$ cat src/xbs_defs.svh
// How it works
// - Bits 2:0 report the fixed function number; reads as zero after reset.
// - Each write addressing the bridge loads bits 7:3 from address lines 15:11.
// - Addressed means config write, select asserted, type-0 low bits, function match.
// - Bits 15:8 mirror the primary bus number, read-only, reset to all ones.
// - Completer ID for split completions is built from bus, device, function.
// - Bits 16 and 17 read as zero and ignore writes.
// - Bits 18 and 20 read as zero permanently.
// - Bit 19 sets on completion matching own ID; write one clears; resets zero.
// - Bit 21 sets when a split request is delayed by the limit; write-one-clear.
// - Commitment limit counts ADQs and resets to sixteen.
`ifndef XBS_DEFS_SVH
`define XBS_DEFS_SVH

// Register placement in configuration space
`define XBS_OFF_STATUS  8'h84
`define XBS_REG_IDX     6'h21
`define XBS_AD_IDX      7:2
`define XBS_AD_TYPE     1:0
`define XBS_AD_FUNC     10:8
`define XBS_AD_DEV      15:11
`define XBS_TYPE0       2'h0

// Field positions of the status word
`define XBS_F_FUNC      2:0
`define XBS_F_DEV       7:3
`define XBS_F_BUS       15:8
`define XBS_B_UNEXP     19
`define XBS_B_DELAY     21
`define XBS_F_FIXED     18:16
`define XBS_B_OVRN      20
`define XBS_F_RSVD      31:22
`define XBS_BE_FLAGS    2

// Fixed and reset values
`define XBS_FUNC_NUM    3'h0
`define XBS_DEV_RST     5'h00
`define XBS_BUS_RST     8'hFF
`define XBS_LIM_RST     16'h0010
`define XBS_LIM_ALL     16'hFFFF
`define XBS_ZERO16      16'h0000
`define XBS_ZERO32      32'h0000_0000

`endif

$ cat src/xbs_pkg.sv
package xbs_pkg;

    // Configuration transaction as seen at the address phase
    typedef struct packed {
        logic        valid;
        logic        write;
        logic        idsel;
        logic [31:0] addr;
        logic [31:0] wdata;
        logic [3:0]  be;
    } xbs_cfg_t;

    // Split completion arriving on the primary side
    typedef struct packed {
        logic        valid;
        logic [15:0] req_id;
    } xbs_cpl_t;

    // Split request or retirement, sized in ADQs
    typedef struct packed {
        logic        valid;
        logic [15:0] adq;
    } xbs_split_t;

    // State of one write-one-to-clear flag
    typedef struct packed {
        logic flag;
    } xbs_flag_state_t;

    // State of the status block
    typedef struct packed {
        logic [4:0]  dev;
        logic [7:0]  bus;
        logic [15:0] limit;
        logic [15:0] outst;
        logic [31:0] rdata;
        logic        rvalid;
        logic [15:0] cid;
        logic        fwd;
        logic        dly;
    } xbs_state_t;

endpackage : xbs_pkg

$ cat src/xbs_w1c_flag.sv
`timescale 1ns/100ps
`include "xbs_defs.svh"

module xbs_w1c_flag
    import xbs_pkg::*;
(
    // Clock and reset
    input  wire logic mclk,
    input  wire logic rst_n,
    // Event and software clear
    input  wire logic set,
    input  wire logic clr,
    // Flag value
    output logic      flag
);

    xbs_flag_state_t s_q;
    xbs_flag_state_t s_d;

    // Set beats clear so an event in the clearing cycle is kept
    always_comb begin
        s_d = s_q;
        if (set) begin
            s_d.flag = 1'b1;
        end else if (clr) begin
            s_d.flag = 1'b0;
        end
    end

    // Synchronous reset to a cleared flag
    always_ff @(posedge mclk) begin
        if (!rst_n) begin
            s_q <= '0;
        end else begin
            s_q <= s_d;
        end
    end

    assign flag = s_q.flag;
endmodule : xbs_w1c_flag

$ cat src/xbs_status.sv
`timescale 1ns/100ps
`include "xbs_defs.svh"

module xbs_status
    import xbs_pkg::*;
(
    // Clock and reset
    input  wire logic        mclk,
    input  wire logic        rst_n,
    // Configuration transactions from the primary bus
    input  wire xbs_cfg_t    cfg,
    output logic             rd_valid,
    output logic [31:0]      rd_data,
    // Primary bus number and commitment limit from their own registers
    input  wire logic [7:0]  pri_bus_num,
    input  wire logic        lim_wr,
    input  wire logic [15:0] lim_val,
    // Split traffic on the primary side
    input  wire xbs_cpl_t    cpl,
    input  wire xbs_split_t  sreq,
    input  wire xbs_split_t  sdone,
    output logic             sreq_fwd,
    output logic             sreq_dly,
    // Completer ID for split completions
    output logic [15:0]      cmpl_id
);

    xbs_state_t  s_q;
    xbs_state_t  s_d;
    logic        f_unexp;
    logic        f_delay;
    logic        hit_bridge;
    logic        addr_wr;
    logic        reg_sel;
    logic        clr_unexp;
    logic        clr_delay;
    logic        own_cpl;
    logic        over_lim;
    logic [16:0] want;
    logic [31:0] status;

    // Decode of a type-0 access aimed at our function
    assign hit_bridge = cfg.valid && cfg.idsel
                        && (cfg.addr[`XBS_AD_TYPE] == `XBS_TYPE0)
                        && (cfg.addr[`XBS_AD_FUNC] == `XBS_FUNC_NUM);
    assign addr_wr    = hit_bridge && cfg.write;
    assign reg_sel    = hit_bridge && (cfg.addr[`XBS_AD_IDX] == `XBS_REG_IDX);

    // Only a one in a lane-enabled bit clears; zeros leave flags alone
    assign clr_unexp  = reg_sel && cfg.write && cfg.be[`XBS_BE_FLAGS]
                        && cfg.wdata[`XBS_B_UNEXP];
    assign clr_delay  = reg_sel && cfg.write && cfg.be[`XBS_BE_FLAGS]
                        && cfg.wdata[`XBS_B_DELAY];

    // A completion naming our own ID was never requested by us
    assign own_cpl    = cpl.valid
                        && (cpl.req_id == {s_q.bus, s_q.dev, `XBS_FUNC_NUM});

    // Limit check; an all-ones limit lets every request through
    assign want       = {1'b0, s_q.outst} + {1'b0, sreq.adq};
    assign over_lim   = (s_q.limit != `XBS_LIM_ALL)
                        && (want > {1'b0, s_q.limit});

    // Status word; upper and fixed bits stay zero whatever is written
    always_comb begin
        status               = `XBS_ZERO32;
        status[`XBS_F_FUNC]  = `XBS_FUNC_NUM;
        status[`XBS_F_DEV]   = s_q.dev;
        status[`XBS_F_BUS]   = s_q.bus;
        status[`XBS_B_UNEXP] = f_unexp;
        status[`XBS_B_DELAY] = f_delay;
    end

    // Next state of the whole block
    always_comb begin
        s_d        = s_q;
        s_d.rvalid = 1'b0;
        s_d.fwd    = 1'b0;
        s_d.dly    = 1'b0;
        s_d.bus    = pri_bus_num;
        // Any addressed write, whichever register, teaches us our device number
        if (addr_wr) begin
            s_d.dev = cfg.addr[`XBS_AD_DEV];
        end
        // Reads return the word as it stood before this cycle
        if (reg_sel && !cfg.write) begin
            s_d.rvalid = 1'b1;
            s_d.rdata  = status;
        end
        if (lim_wr) begin
            s_d.limit = lim_val;
        end
        // Retire finished requests first, never below zero
        if (sdone.valid) begin
            s_d.outst = (sdone.adq > s_q.outst) ? `XBS_ZERO16 : s_q.outst - sdone.adq;
        end
        // A request that fits is forwarded, else it is held back and flagged
        if (sreq.valid) begin
            if (over_lim) begin
                s_d.dly = 1'b1;
            end else begin
                s_d.fwd   = 1'b1;
                s_d.outst = s_d.outst + sreq.adq;
            end
        end
        // Completer ID follows the live fields and lands one cycle after them
        s_d.cid = {s_q.bus, s_q.dev, `XBS_FUNC_NUM};
    end

    // Register the state; synchronous reset
    always_ff @(posedge mclk) begin
        if (!rst_n) begin
            s_q        <= '0;
            s_q.dev    <= `XBS_DEV_RST;
            s_q.bus    <= `XBS_BUS_RST;
            s_q.limit  <= `XBS_LIM_RST;
            s_q.outst  <= `XBS_ZERO16;
        end else begin
            s_q <= s_d;
        end
    end

    // Sticky error flags
    xbs_w1c_flag u_unexp (
        .mclk (mclk),
        .rst_n(rst_n),
        .set  (own_cpl),
        .clr  (clr_unexp),
        .flag (f_unexp)
    );

    xbs_w1c_flag u_delay (
        .mclk (mclk),
        .rst_n(rst_n),
        .set  (sreq.valid && over_lim),
        .clr  (clr_delay),
        .flag (f_delay)
    );

    // Outputs come straight from state flops
    assign rd_valid = s_q.rvalid;
    assign rd_data  = s_q.rdata;
    assign cmpl_id  = s_q.cid;
    assign sreq_fwd = s_q.fwd;
    assign sreq_dly = s_q.dly;
endmodule : xbs_status

$ cat config.mk
export PLATFORM = sky130hd
export DESIGN_NAME = xbs_status
export DESIGN_NICKNAME = d
export VERILOG_FILES = /design/src/xbs_pkg.sv /design/src/xbs_w1c_flag.sv /design/src/xbs_status.sv
export VERILOG_INCLUDE_DIRS = /design/src
export SDC_FILE = /design/constraint.sdc
export NUM_CORES = 1
export LEC_CHECK = 0
export BUFFER_PORTS_ARGS = -buffer_cell sky130_fd_sc_hd__buf_2
export CAP_MARGIN = 20
export CORE_UTILIZATION = 47
export CTS_BUF_LIST = sky130_fd_sc_hd__clkbuf_8 sky130_fd_sc_hd__clkbuf_16
export CTS_CLUSTER_DIAMETER = 50
export DETAILED_ROUTE_END_ITERATION = 7
export GPL_TIMING_DRIVEN = 0
export PLACE_DENSITY_LB_ADDON = 0.3
export SLEW_MARGIN = 25
export SYNTH_ARGS = -nofsm -noshare
export SYNTH_HDL_FRONTEND = slang
export SYNTH_SLANG_ARGS = --single-unit
$ cat constraint.sdc
create_clock -name mclk -period 4.5 [get_ports mclk]
set_input_delay 0.45 -clock mclk [delete_from_list [all_inputs] [get_ports mclk]]
set_output_delay 0.45 -clock mclk [all_outputs]
set_load 0.05 [all_outputs]
Word level (Yosys, flattened, before mapping) --
Index checks and enable logic that the tools add are counted. W data, S select, Z words.
Word-level totals: register bits after elaboration 81, bits of input ports 149, output and inout bits 51, word-level logic and storage cells 50
Operators by class: $add $sub $neg 3, order comparisons 2, equal/unequal tests 3, multiplexer cells 11, reductions and logical operators 19
Operators by type and width (count):
- $mux W16 | 4
- $mux W23 | 1
- $add A16 B16 Y17 | 1
- $gt A17 B16 Y1 | 1
- $add A16 B16 Y16 | 1
- $eq A16 B16 Y1 | 1
- $gt A16 B16 Y1 | 1
- $ne A16 B16 Y1 const B | 1
- $sub A16 B16 Y16 | 1
- $logic_and A1 B1 Y1 | 13
- $eq A6 B6 Y1 const B | 1
- $mux W1 | 6
- $reduce_bool A2 Y1 | 2
- $logic_not A3 Y1 | 1
- $logic_not A2 Y1 | 1
- $reduce_and A2 Y1 | 1
- $logic_not A1 Y1 | 1

Depth between registers and ports, before layout --
Gate-level depths: netlist (run 1).
depth after elaboration 9, gate-level depth with buffers 22, mapped depth without buffers 21

By module --
Synthesis (run 1) repeated with hierarchy kept, for this count alone.
Second synthesis, totals: cell total of the unflattened synthesis 703, area, all modules 5881.9 µm²
By module, submodules not included:
- xbs_status | times used 1, cells an instance 697, area each 5799.3 µm², seq. area each 1521.5 µm²
- xbs_w1c_flag | times used 2, cells an instance 3, area each 41.3 µm², seq. area each 20.0 µm²

Worst setup path after synthesis (run 1) --
Ideal clock, no wire load.
path kind input -> register, start input port sdone[0] (netlist name), end register s_q[66] (netlist name), setup time 131 ps, data arrival time 4511 ps, required time 4369 ps, slack -142 ps, cell stages on the path 20, path buffers 1, cells stage by stage ha_1 fa_1 nand2b_1 a21boi_0 o21ai_0 a21oi_1 a21oi_1 o21ai_1 clkbuf_1 o2bb2ai_1 ha_1 a211oi_1 o21bai_1 o2111ai_1 nand3_1 a221oi_1 o21ai_0 xnor2_1 o21ai_0 nor3b_1
On the way: longest elaborated chain between the ends 6, elaborated cells between the ends (all ways) 7, classes of those cells add/sub: 2; order compare: 1; mux: 4
Ends and longest elaborated chain:
- start, declared | RTL line xbs_status.sv:21 | input wire xbs_split_t sdone,
- $sub A16 B16 Y16 / $gt A16 B16 Y1 (equally long branches) | RTL line xbs_status.sv:95 | s_d.outst = (sdone.adq > s_q.outst) ? `XBS_ZERO16 : s_q.outst - sdone.adq;
- $mux W16 * | RTL line xbs_status.sv:95
- $mux W16 * | RTL line xbs_status.sv:94 | if (sdone.valid) begin
- $add A16 B16 Y16 | RTL line xbs_status.sv:103 | s_d.outst = s_d.outst + sreq.adq;
- $mux W16 | RTL line xbs_status.sv:99 | if (over_lim) begin
- $mux W16 * | RTL line xbs_status.sv:98 | if (sreq.valid) begin
- end, declared | RTL line xbs_status.sv:28 | xbs_state_t s_q;
Mark *: on every way between the ends. The rest lies on a longest branch, timed or not. A chain may end at the register's enable or synchronous reset.

Worst setup path after layout (run 1) --
start register s_q[63] (netlist name), end register s_q[65] (netlist name)
On the way: longest elaborated chain between the ends 6, elaborated cells between the ends (all ways) 10, classes of those cells add/sub: 3; order compare: 2; mux: 4; reduce/logical: 1
Ends and longest elaborated chain (RTL line):
- $sub A16 B16 Y16 / $gt A16 B16 Y1 (equally long branches) | xbs_status.sv:95
- $mux W16 | xbs_status.sv:95
- $mux W16 | xbs_status.sv:94
- $add A16 B16 Y16 | xbs_status.sv:103
- $mux W16 | xbs_status.sv:99
- $mux W16 * | xbs_status.sv:98
Marks and branches as above.

==> summary.txt, run 1 <==
Floorplan
  – Die area: 12900 um^2
  – Die Wd: roughly 110 um
  – FP Rows: 40
  – CORE AREA: 12100 um^2
  – Die Span Y: 114 um
  – Initial Util: 48.4%
  – Ports: 200

Critical path
  – Crit-path slowest cell: fa_1
  – CP endpoint kind: flop
  – Setup CP Type: flop to flop
  – CP bufs+invs: 1
  – Crit path max-delay family: compound AO/OA/AOI/OAI gates
  – Worst path cell trace: ha_4, a21o_1, a21o_1, a21o_1, a221oi_2, o21ai_2, clkbuf_8, o2bb2ai_1, ha_2, fa_1, a21o_1, a21o_1, a21oi_2, o21ai_2, a211o_1, a31o_2, a21oi_2, xnor2_1, a22o_1
  – Crit path required time: about 4700 ps
  – Crit path DAT: 4580 ps
  – Slowest Stage Delay on Critical Path: 420 ps
  – CP max FO: 4
  – Crit start category: flop
  – Cell repeated most along the worst path: a21o_1

Final layout
  – Layout Cells excl Fill: about 1100
  – Layout cells sized above 1: around 28%
  – Area taken by multi-input logic gates: ~3900 um^2
  – Post-Layout Inst Area: 7370 um^2
  – Fill cell count: 1113
  – Antenna cell count: 0
  – FF/Latch Area: 1560 um^2
  – Layout area overhead: 25.8%
  – Final core utilization: 60.9%
  – Final Net Count: between 1000 and 1500

Worst hold path
  – Worst min-delay path class: primary input to flop

Power and ir drop
  – P_leak: ~3.6 nW
  – Power consumption: 3.73 mW
  – Peak VDD IR: 0.312 mV
  – Pwr/cell area: 506 nW/um^2

Logic synthesis
  – Seq/Total Area, Yosys: between 20% and 30%
  – FF+latch count, synth: 78
  – Post-synth EDFFs: 0
  – Synth top area share: 26.6%
  – Synth Flop Type: dfxtp_1
  – Synth cell count leaders: dfxtp_1, nand2_1, ha_1, a21oi_1, inv_1
  – Synth cell types: 61
  – Synth Instances: 722
  – Mapped Area: ~5900 um^2
  – Most common cell in the netlist: dfxtp_1
  – Asr flop ratio synth: 0%
  – Synth warn: 0
  – Mapped Avg Cell Area: between 8 and 9 um^2
  – Dominant cells by area after synthesis: dfxtp_1, ha_1, buf_4, a21oi_1, nand2_1
  – Largest area contributor in the netlist: dfxtp_1

Place
  – Routability congestion estimate: 0.894
  – Placed Cells incl. Taps: about 1000
  – Cell area after placement: 6790 um^2
  – Dpl ws: -906 ps
  – IO buf count: 128
  – Detailed Place HPWL: 10.9 mm

GRT
  – Pin count of the biggest net entering global routing: 15
  – Initial antenna violation count: 0
  – GRT Util Overall: a little over a fifth
  – Grt total ovfl: 0
  – First-pass GRT wire length: 22.4 mm
  – Vias in the first global route: 4866

Detailed routing
  – Met2 routed WL: roughly 6.5 mm
  – Drt first pass iters: 4
  – DR DRC count: 0
  – DR iter-0 viols: 241
  – Highest routed layer: met4
  – DR vias: 5232
  – Vias per std cell: 4.93
  – Total wire length: 13.9 mm
  – Detail Route Antenna Nets: 0
  – Drt wl/cell: 13.1 um
  – WL met1: 6.66 mm
  – WL met3: roughly 570 um

STA
  – Worst-Margin Slew: 639 ps
  – Count of final setup violators: 0
  – Endpoints failing hold: 0
  – Final WS setup: 149 ps
  – Setup TNS: 0 ps
  – Fin crit share: 96.7%
  – Max Clock Skew: around 10 ps
  – Final Critical Period: around 4400 ps
  – Slew Limit Fails: 0
  – Final Hold Slack: 298 ps
  – FMAX: around 230 MHz
  – Max-slew headroom: 57.1%

Clock tree
  – # H-tree levels: 3
  – Sinks on Clock Net: approximately 80
  – Clock Path Buffers: 2
  – TritonCTS Buffers: 9
  – Clock slew at reported path FFs: 60 ps
  – Latest clock arrival within the worst-skew pair: 340 ps
  – Root Buffer: clkbuf_16
  – CTS tree: yes
  – Hold_buf cts: 0

Run status
  – Status: complete, no violations

Flow run
  – Max Cap Viol: 0
-- layout make-up --
type                            count  area share, %
Multi-Input combinational cell    542           53.4
Clock inverter                      6          0.933
Sequential cell                    78           21.2
Inverter                           52           2.65
Buffer                             69           6.18
Clock buffer                       10           3.24
Timing Repair Buffer              136           9.55
Tap cell                          168           2.85
-- final timing paths --
kind	start	slack (ps)	to	cells after the start
setup / recovery	s_q[63]	150	s_q[65]	19
hold / removal	pri_bus_num[1]	300	s_d[11]	2
setup reg to reg	s_q[63]	150	s_q[65]	19
hold reg to reg	rd_data[21]	450	rd_data[21]	2
-- kinds of logic after synthesis --
kind of cell             synth area share (%)
AND/OR/NAND/NOR                          18.9
adder cells (fa/ha/maj)                  14.5
AO/OA/AOI/OAI                            19.1
buffers and inverters                    10.8
flip-flops                               26.6
XOR/XNOR                                 7.17
other                                  0.0639
multiplexers                             2.90
-- timing repair --
item                       in CTS  in global routing
pin swaps                       6                 15
hold endpoints to repair        0                  0
gates resized for setup        17                 35
setup endpoints to repair      16                 15
buffers inserted                2                  6
cloned                          0                  0
-- state kept, by name (all words and copies together) (netlist names) --
signal / cells
s_d: 13
u_unexp.flag: 1
s_q: 32
sreq_fwd: 1
rd_data: 15
sreq_dly: 1
rd_valid: 1
u_delay.flag: 1
cmpl_id: 13
-- layer usage --
metal | track usage (%) | vias up
li1 | - | 2777
met1 | 28.7 | 2314
met2 | 36.9 | 130
met3 | 3.13 | 11
met4 | 6.05 | 0
met5 | 0 | -
-- where the power goes --
part | total (mW) | internal, mW | leakage [nW] | switching, mW
Clock | 0.752 | 0.449 | 0.149 | 0.303
Sequential | 0.861 | 0.778 | 0.639 | 0.0825
Combinational | 2.12 | 0.971 | 2.82 | 1.15
Total | 3.73 | 2.20 | 3.61 | 1.54
-- placed cells by master, fill, tap and decap left out, drive strengths merged, types with 4 or more instances in the layout --
cell,Yosys,routed
xor2,21,21
and2,17,17
xnor2,27,27
nor4,6,6
a31o,11,11
a21oi,60,60
nand3,13,13
conb,1,20
nor2,38,38
a21o,16,16
or3,5,5
o21a,7,7
inv,52,54
ha,63,63
and3,4,4
o21bai,4,4
nor2b,19,19
nand2,72,72
nor3,14,14
dfxtp,78,78
clkbuf,20,30
a211oi,6,6
nand4,7,7
nand2b,16,16
mux2i,17,17
buf,49,185
o21ai,32,32
Note: power is estimated with default switching activity, not from simulation.
==> run 2, diff against run 1 <==
--- a/config.mk
+++ b/config.mk
@@ -8,9 +8,10 @@
 export LEC_CHECK = 0
 export BUFFER_PORTS_ARGS = -buffer_cell sky130_fd_sc_hd__buf_2
 export CAP_MARGIN = 20
-export CORE_UTILIZATION = 47
+export CORE_UTILIZATION = 35
 export CTS_BUF_LIST = sky130_fd_sc_hd__clkbuf_8 sky130_fd_sc_hd__clkbuf_16
 export CTS_CLUSTER_DIAMETER = 50
+export CTS_CLUSTER_SIZE = 25
 export DETAILED_ROUTE_END_ITERATION = 7
 export GPL_TIMING_DRIVEN = 0
 export PLACE_DENSITY_LB_ADDON = 0.3
==> summary.txt, run 2 (synthesis results as in run 1) <==
STA
  – Final Critical Period: 4320 ps (-34.2 ps)
  – FMAX: 232 MHz (+0.79%)
  – Slew Limit Fails: 0 (unchanged)
  – Final Hold Slack: 291 ps (-7.12 ps)
  – Final WS setup: 183 ps (+34.2 ps)
  – Count of final setup violators: 0 (unchanged)
  – Fin crit share: 95.9% (-0.76 points)
  – Setup TNS: 0 ps (unchanged)
  – Worst-Margin Slew: 649 ps (+10.6 ps)
  – Endpoints failing hold: 0 (unchanged)
  – Max Clock Skew: 9.56 ps (-0.551 ps)
  – Max-slew headroom: 56.4% (-0.71 points)

Clock tree
  – Sinks on Clock Net: 78 (unchanged)
  – Clock Path Buffers: 2 (unchanged)
  – CTS tree: yes
  – Root Buffer: clkbuf_16
  – Hold_buf cts: 0 (unchanged)
  – Latest clock arrival within the worst-skew pair: 340 ps (about the same)
  – TritonCTS Buffers: 9 (unchanged)
  – # H-tree levels: 3 (unchanged)
  – Clock slew at reported path FFs: 60 ps (about the same)

Place
  – IO buf count: 128 (unchanged)
  – Dpl ws: -872 ps (+34.0 ps)
  – Routability congestion estimate: 0.856 (-4.3%)
  – Detailed Place HPWL: 11.9 mm (+9.0%)

Final layout
  – Most flops, register: s_q
  – Antenna cell count: 0 (unchanged)
  – Layout area overhead: 27.7%
  – Final Net Count: 1108 (+0.45%)
  – Fill cell count: 1659 (+49%)
  – Leading cell type in the layout, fill and taps excluded: buf_2
  – Layout cells sized above 1: 29.6% (+1.2 points)
  – Most frequent cells in the layout: buf_2, dfxtp_1, nand2_1
  – Max reg flops: 32 (unchanged)
  – Final core utilization: 46.5% (-14 points)

Power and ir drop
  – P_leak: 3.64 nW (+0.65%)
  – Peak VDD IR: 0.208 mV (-33%)
  – Power consumption: 3.84 mW (+2.9%)
  – Pwr/cell area: 513 nW/um^2 (+1.4%)

Critical path
  – Cell repeated most along the worst path: a21o_1
  – Crit path DAT: 4550 ps (-30 ps)
  – CP max FO: 8 (+4)
  – CP endpoint kind: flop
  – Slowest Stage Delay on Critical Path: 410 ps (about the same)
  – Worst path cell trace: ha_1, a21o_1, a21o_1, a21o_1, a221oi_2, o21ai_2, buf_6, o2bb2ai_1, ha_2, fa_1, a21o_1, a21o_1, a21oi_2, o21ai_2, a211o_1, a31o_2, a21oi_2, xnor2_1, a22o_1
  – Crit path required time: 4730 ps (about the same)
  – Crit-path slowest cell: fa_1
  – Setup CP Type: flop to flop
  – Crit start category: flop

Run status
  – Status: complete, no violations

Floorplan
  – Die Wd: 131 um (+16%)
  – Ports: 200 (unchanged)
  – Initial Util: 36.4% (-12 points)
  – FP Rows: 46 (+15%)
  – Die area: 17300 um^2 (+34%)
  – Die Span Y: 131 um (+16%)
  – CORE AREA: 16100 um^2 (+33%)

Detailed routing
  – DR vias: 5264 (+0.61%)
  – Detail Route Antenna Nets: 0 (unchanged)
  – Drt first pass iters: 4 (unchanged)
  – Vias per std cell: 4.73 (-4.2%)
  – Total wire length: 14.8 mm (+6.3%)
  – DR DRC count: 0 (unchanged)
  – DR iter-0 viols: 218 (-9.5%)
  – Drt wl/cell: 13.3 um (+1.2%)

GRT
  – First-pass GRT wire length: 24.0 mm (+7.1%)
  – Grt total ovfl: 0 (unchanged)
  – GRT Util Overall: 17.2% (-4.5 points)
  – Pin count of the biggest net entering global routing: 16 (+1)
  – Initial antenna violation count: 0 (unchanged)
  – Vias in the first global route: 4937 (+1.5%)

Worst hold path
  – Worst min-delay path class: primary input to flop

Flow run
  – Max Cap Viol: 0 (unchanged)
## run 2: worst max-delay path, delay by kind of cell (launching register included)
kind,cells,cell delay [ps]
buffers and inverters,1,160
xor gates and xnor gates,1,70
DFF,1,350
adders and majority gates,3,960
AOI/OAI and AO/OA,14,2660
## run 2: layout make-up
class	instances	area (um^2)	share of cell area [%]
flip-flops and latches	78	1570	20.9
clock buffers	9	225	3.01
plain buffers	69	450	6.02
multi-input cells	542	3930	52.5
well taps	216	270	3.61
repair buffers	141	742	9.91
clock inverters	7	103	1.37
inverters	52	199	2.66
## run 2: metrics by stage
step	cells	cell area, um^2
global placement	1085	6850
finish	1114	7490
global route	1114	7490
CTS	1104	7250
floorplan	741	5940
detailed placement	1085	6850
## run 2: what timing repair did
action                     in CTS  in global routing
setup endpoints to repair      16                 17
buffers inserted                3                 10
gates resized for setup        18                 39
pin swaps                       4                 18
## run 2: path summary, 6_finish.rpt
check / start / endpoint / slack (ps) / cells past startpoint
setup / recovery: s_q[63] / s_q[65] / 180 / 19
hold / removal: pri_bus_num[1] / s_d[11] / 290 / 2
setup reg to reg: s_q[63] / s_q[65] / 180 / 19
hold reg to reg: rd_data[11] / rd_data[11] / 450 / 2
## run 2: power breakdown
| part | total, mW | leakage (nW) | internal, mW | switching [mW] |
|---|---|---|---|---|
| logic | 2.17 | 2.83 | 1.00 | 1.17 |
| registers | 0.869 | 0.641 | 0.780 | 0.0881 |
| clock network | 0.804 | 0.163 | 0.495 | 0.310 |
| total | 3.84 | 3.64 | 2.27 | 1.57 |
## run 2: per-layer routing
metal	GRT usage (%)	part of all wire, %	wire length, um
met1	22.8	47	6990
met3	2.43	4.1	605
met5	0	0	0
met4	5.94	1.8	266
met2	28.5	47	6950
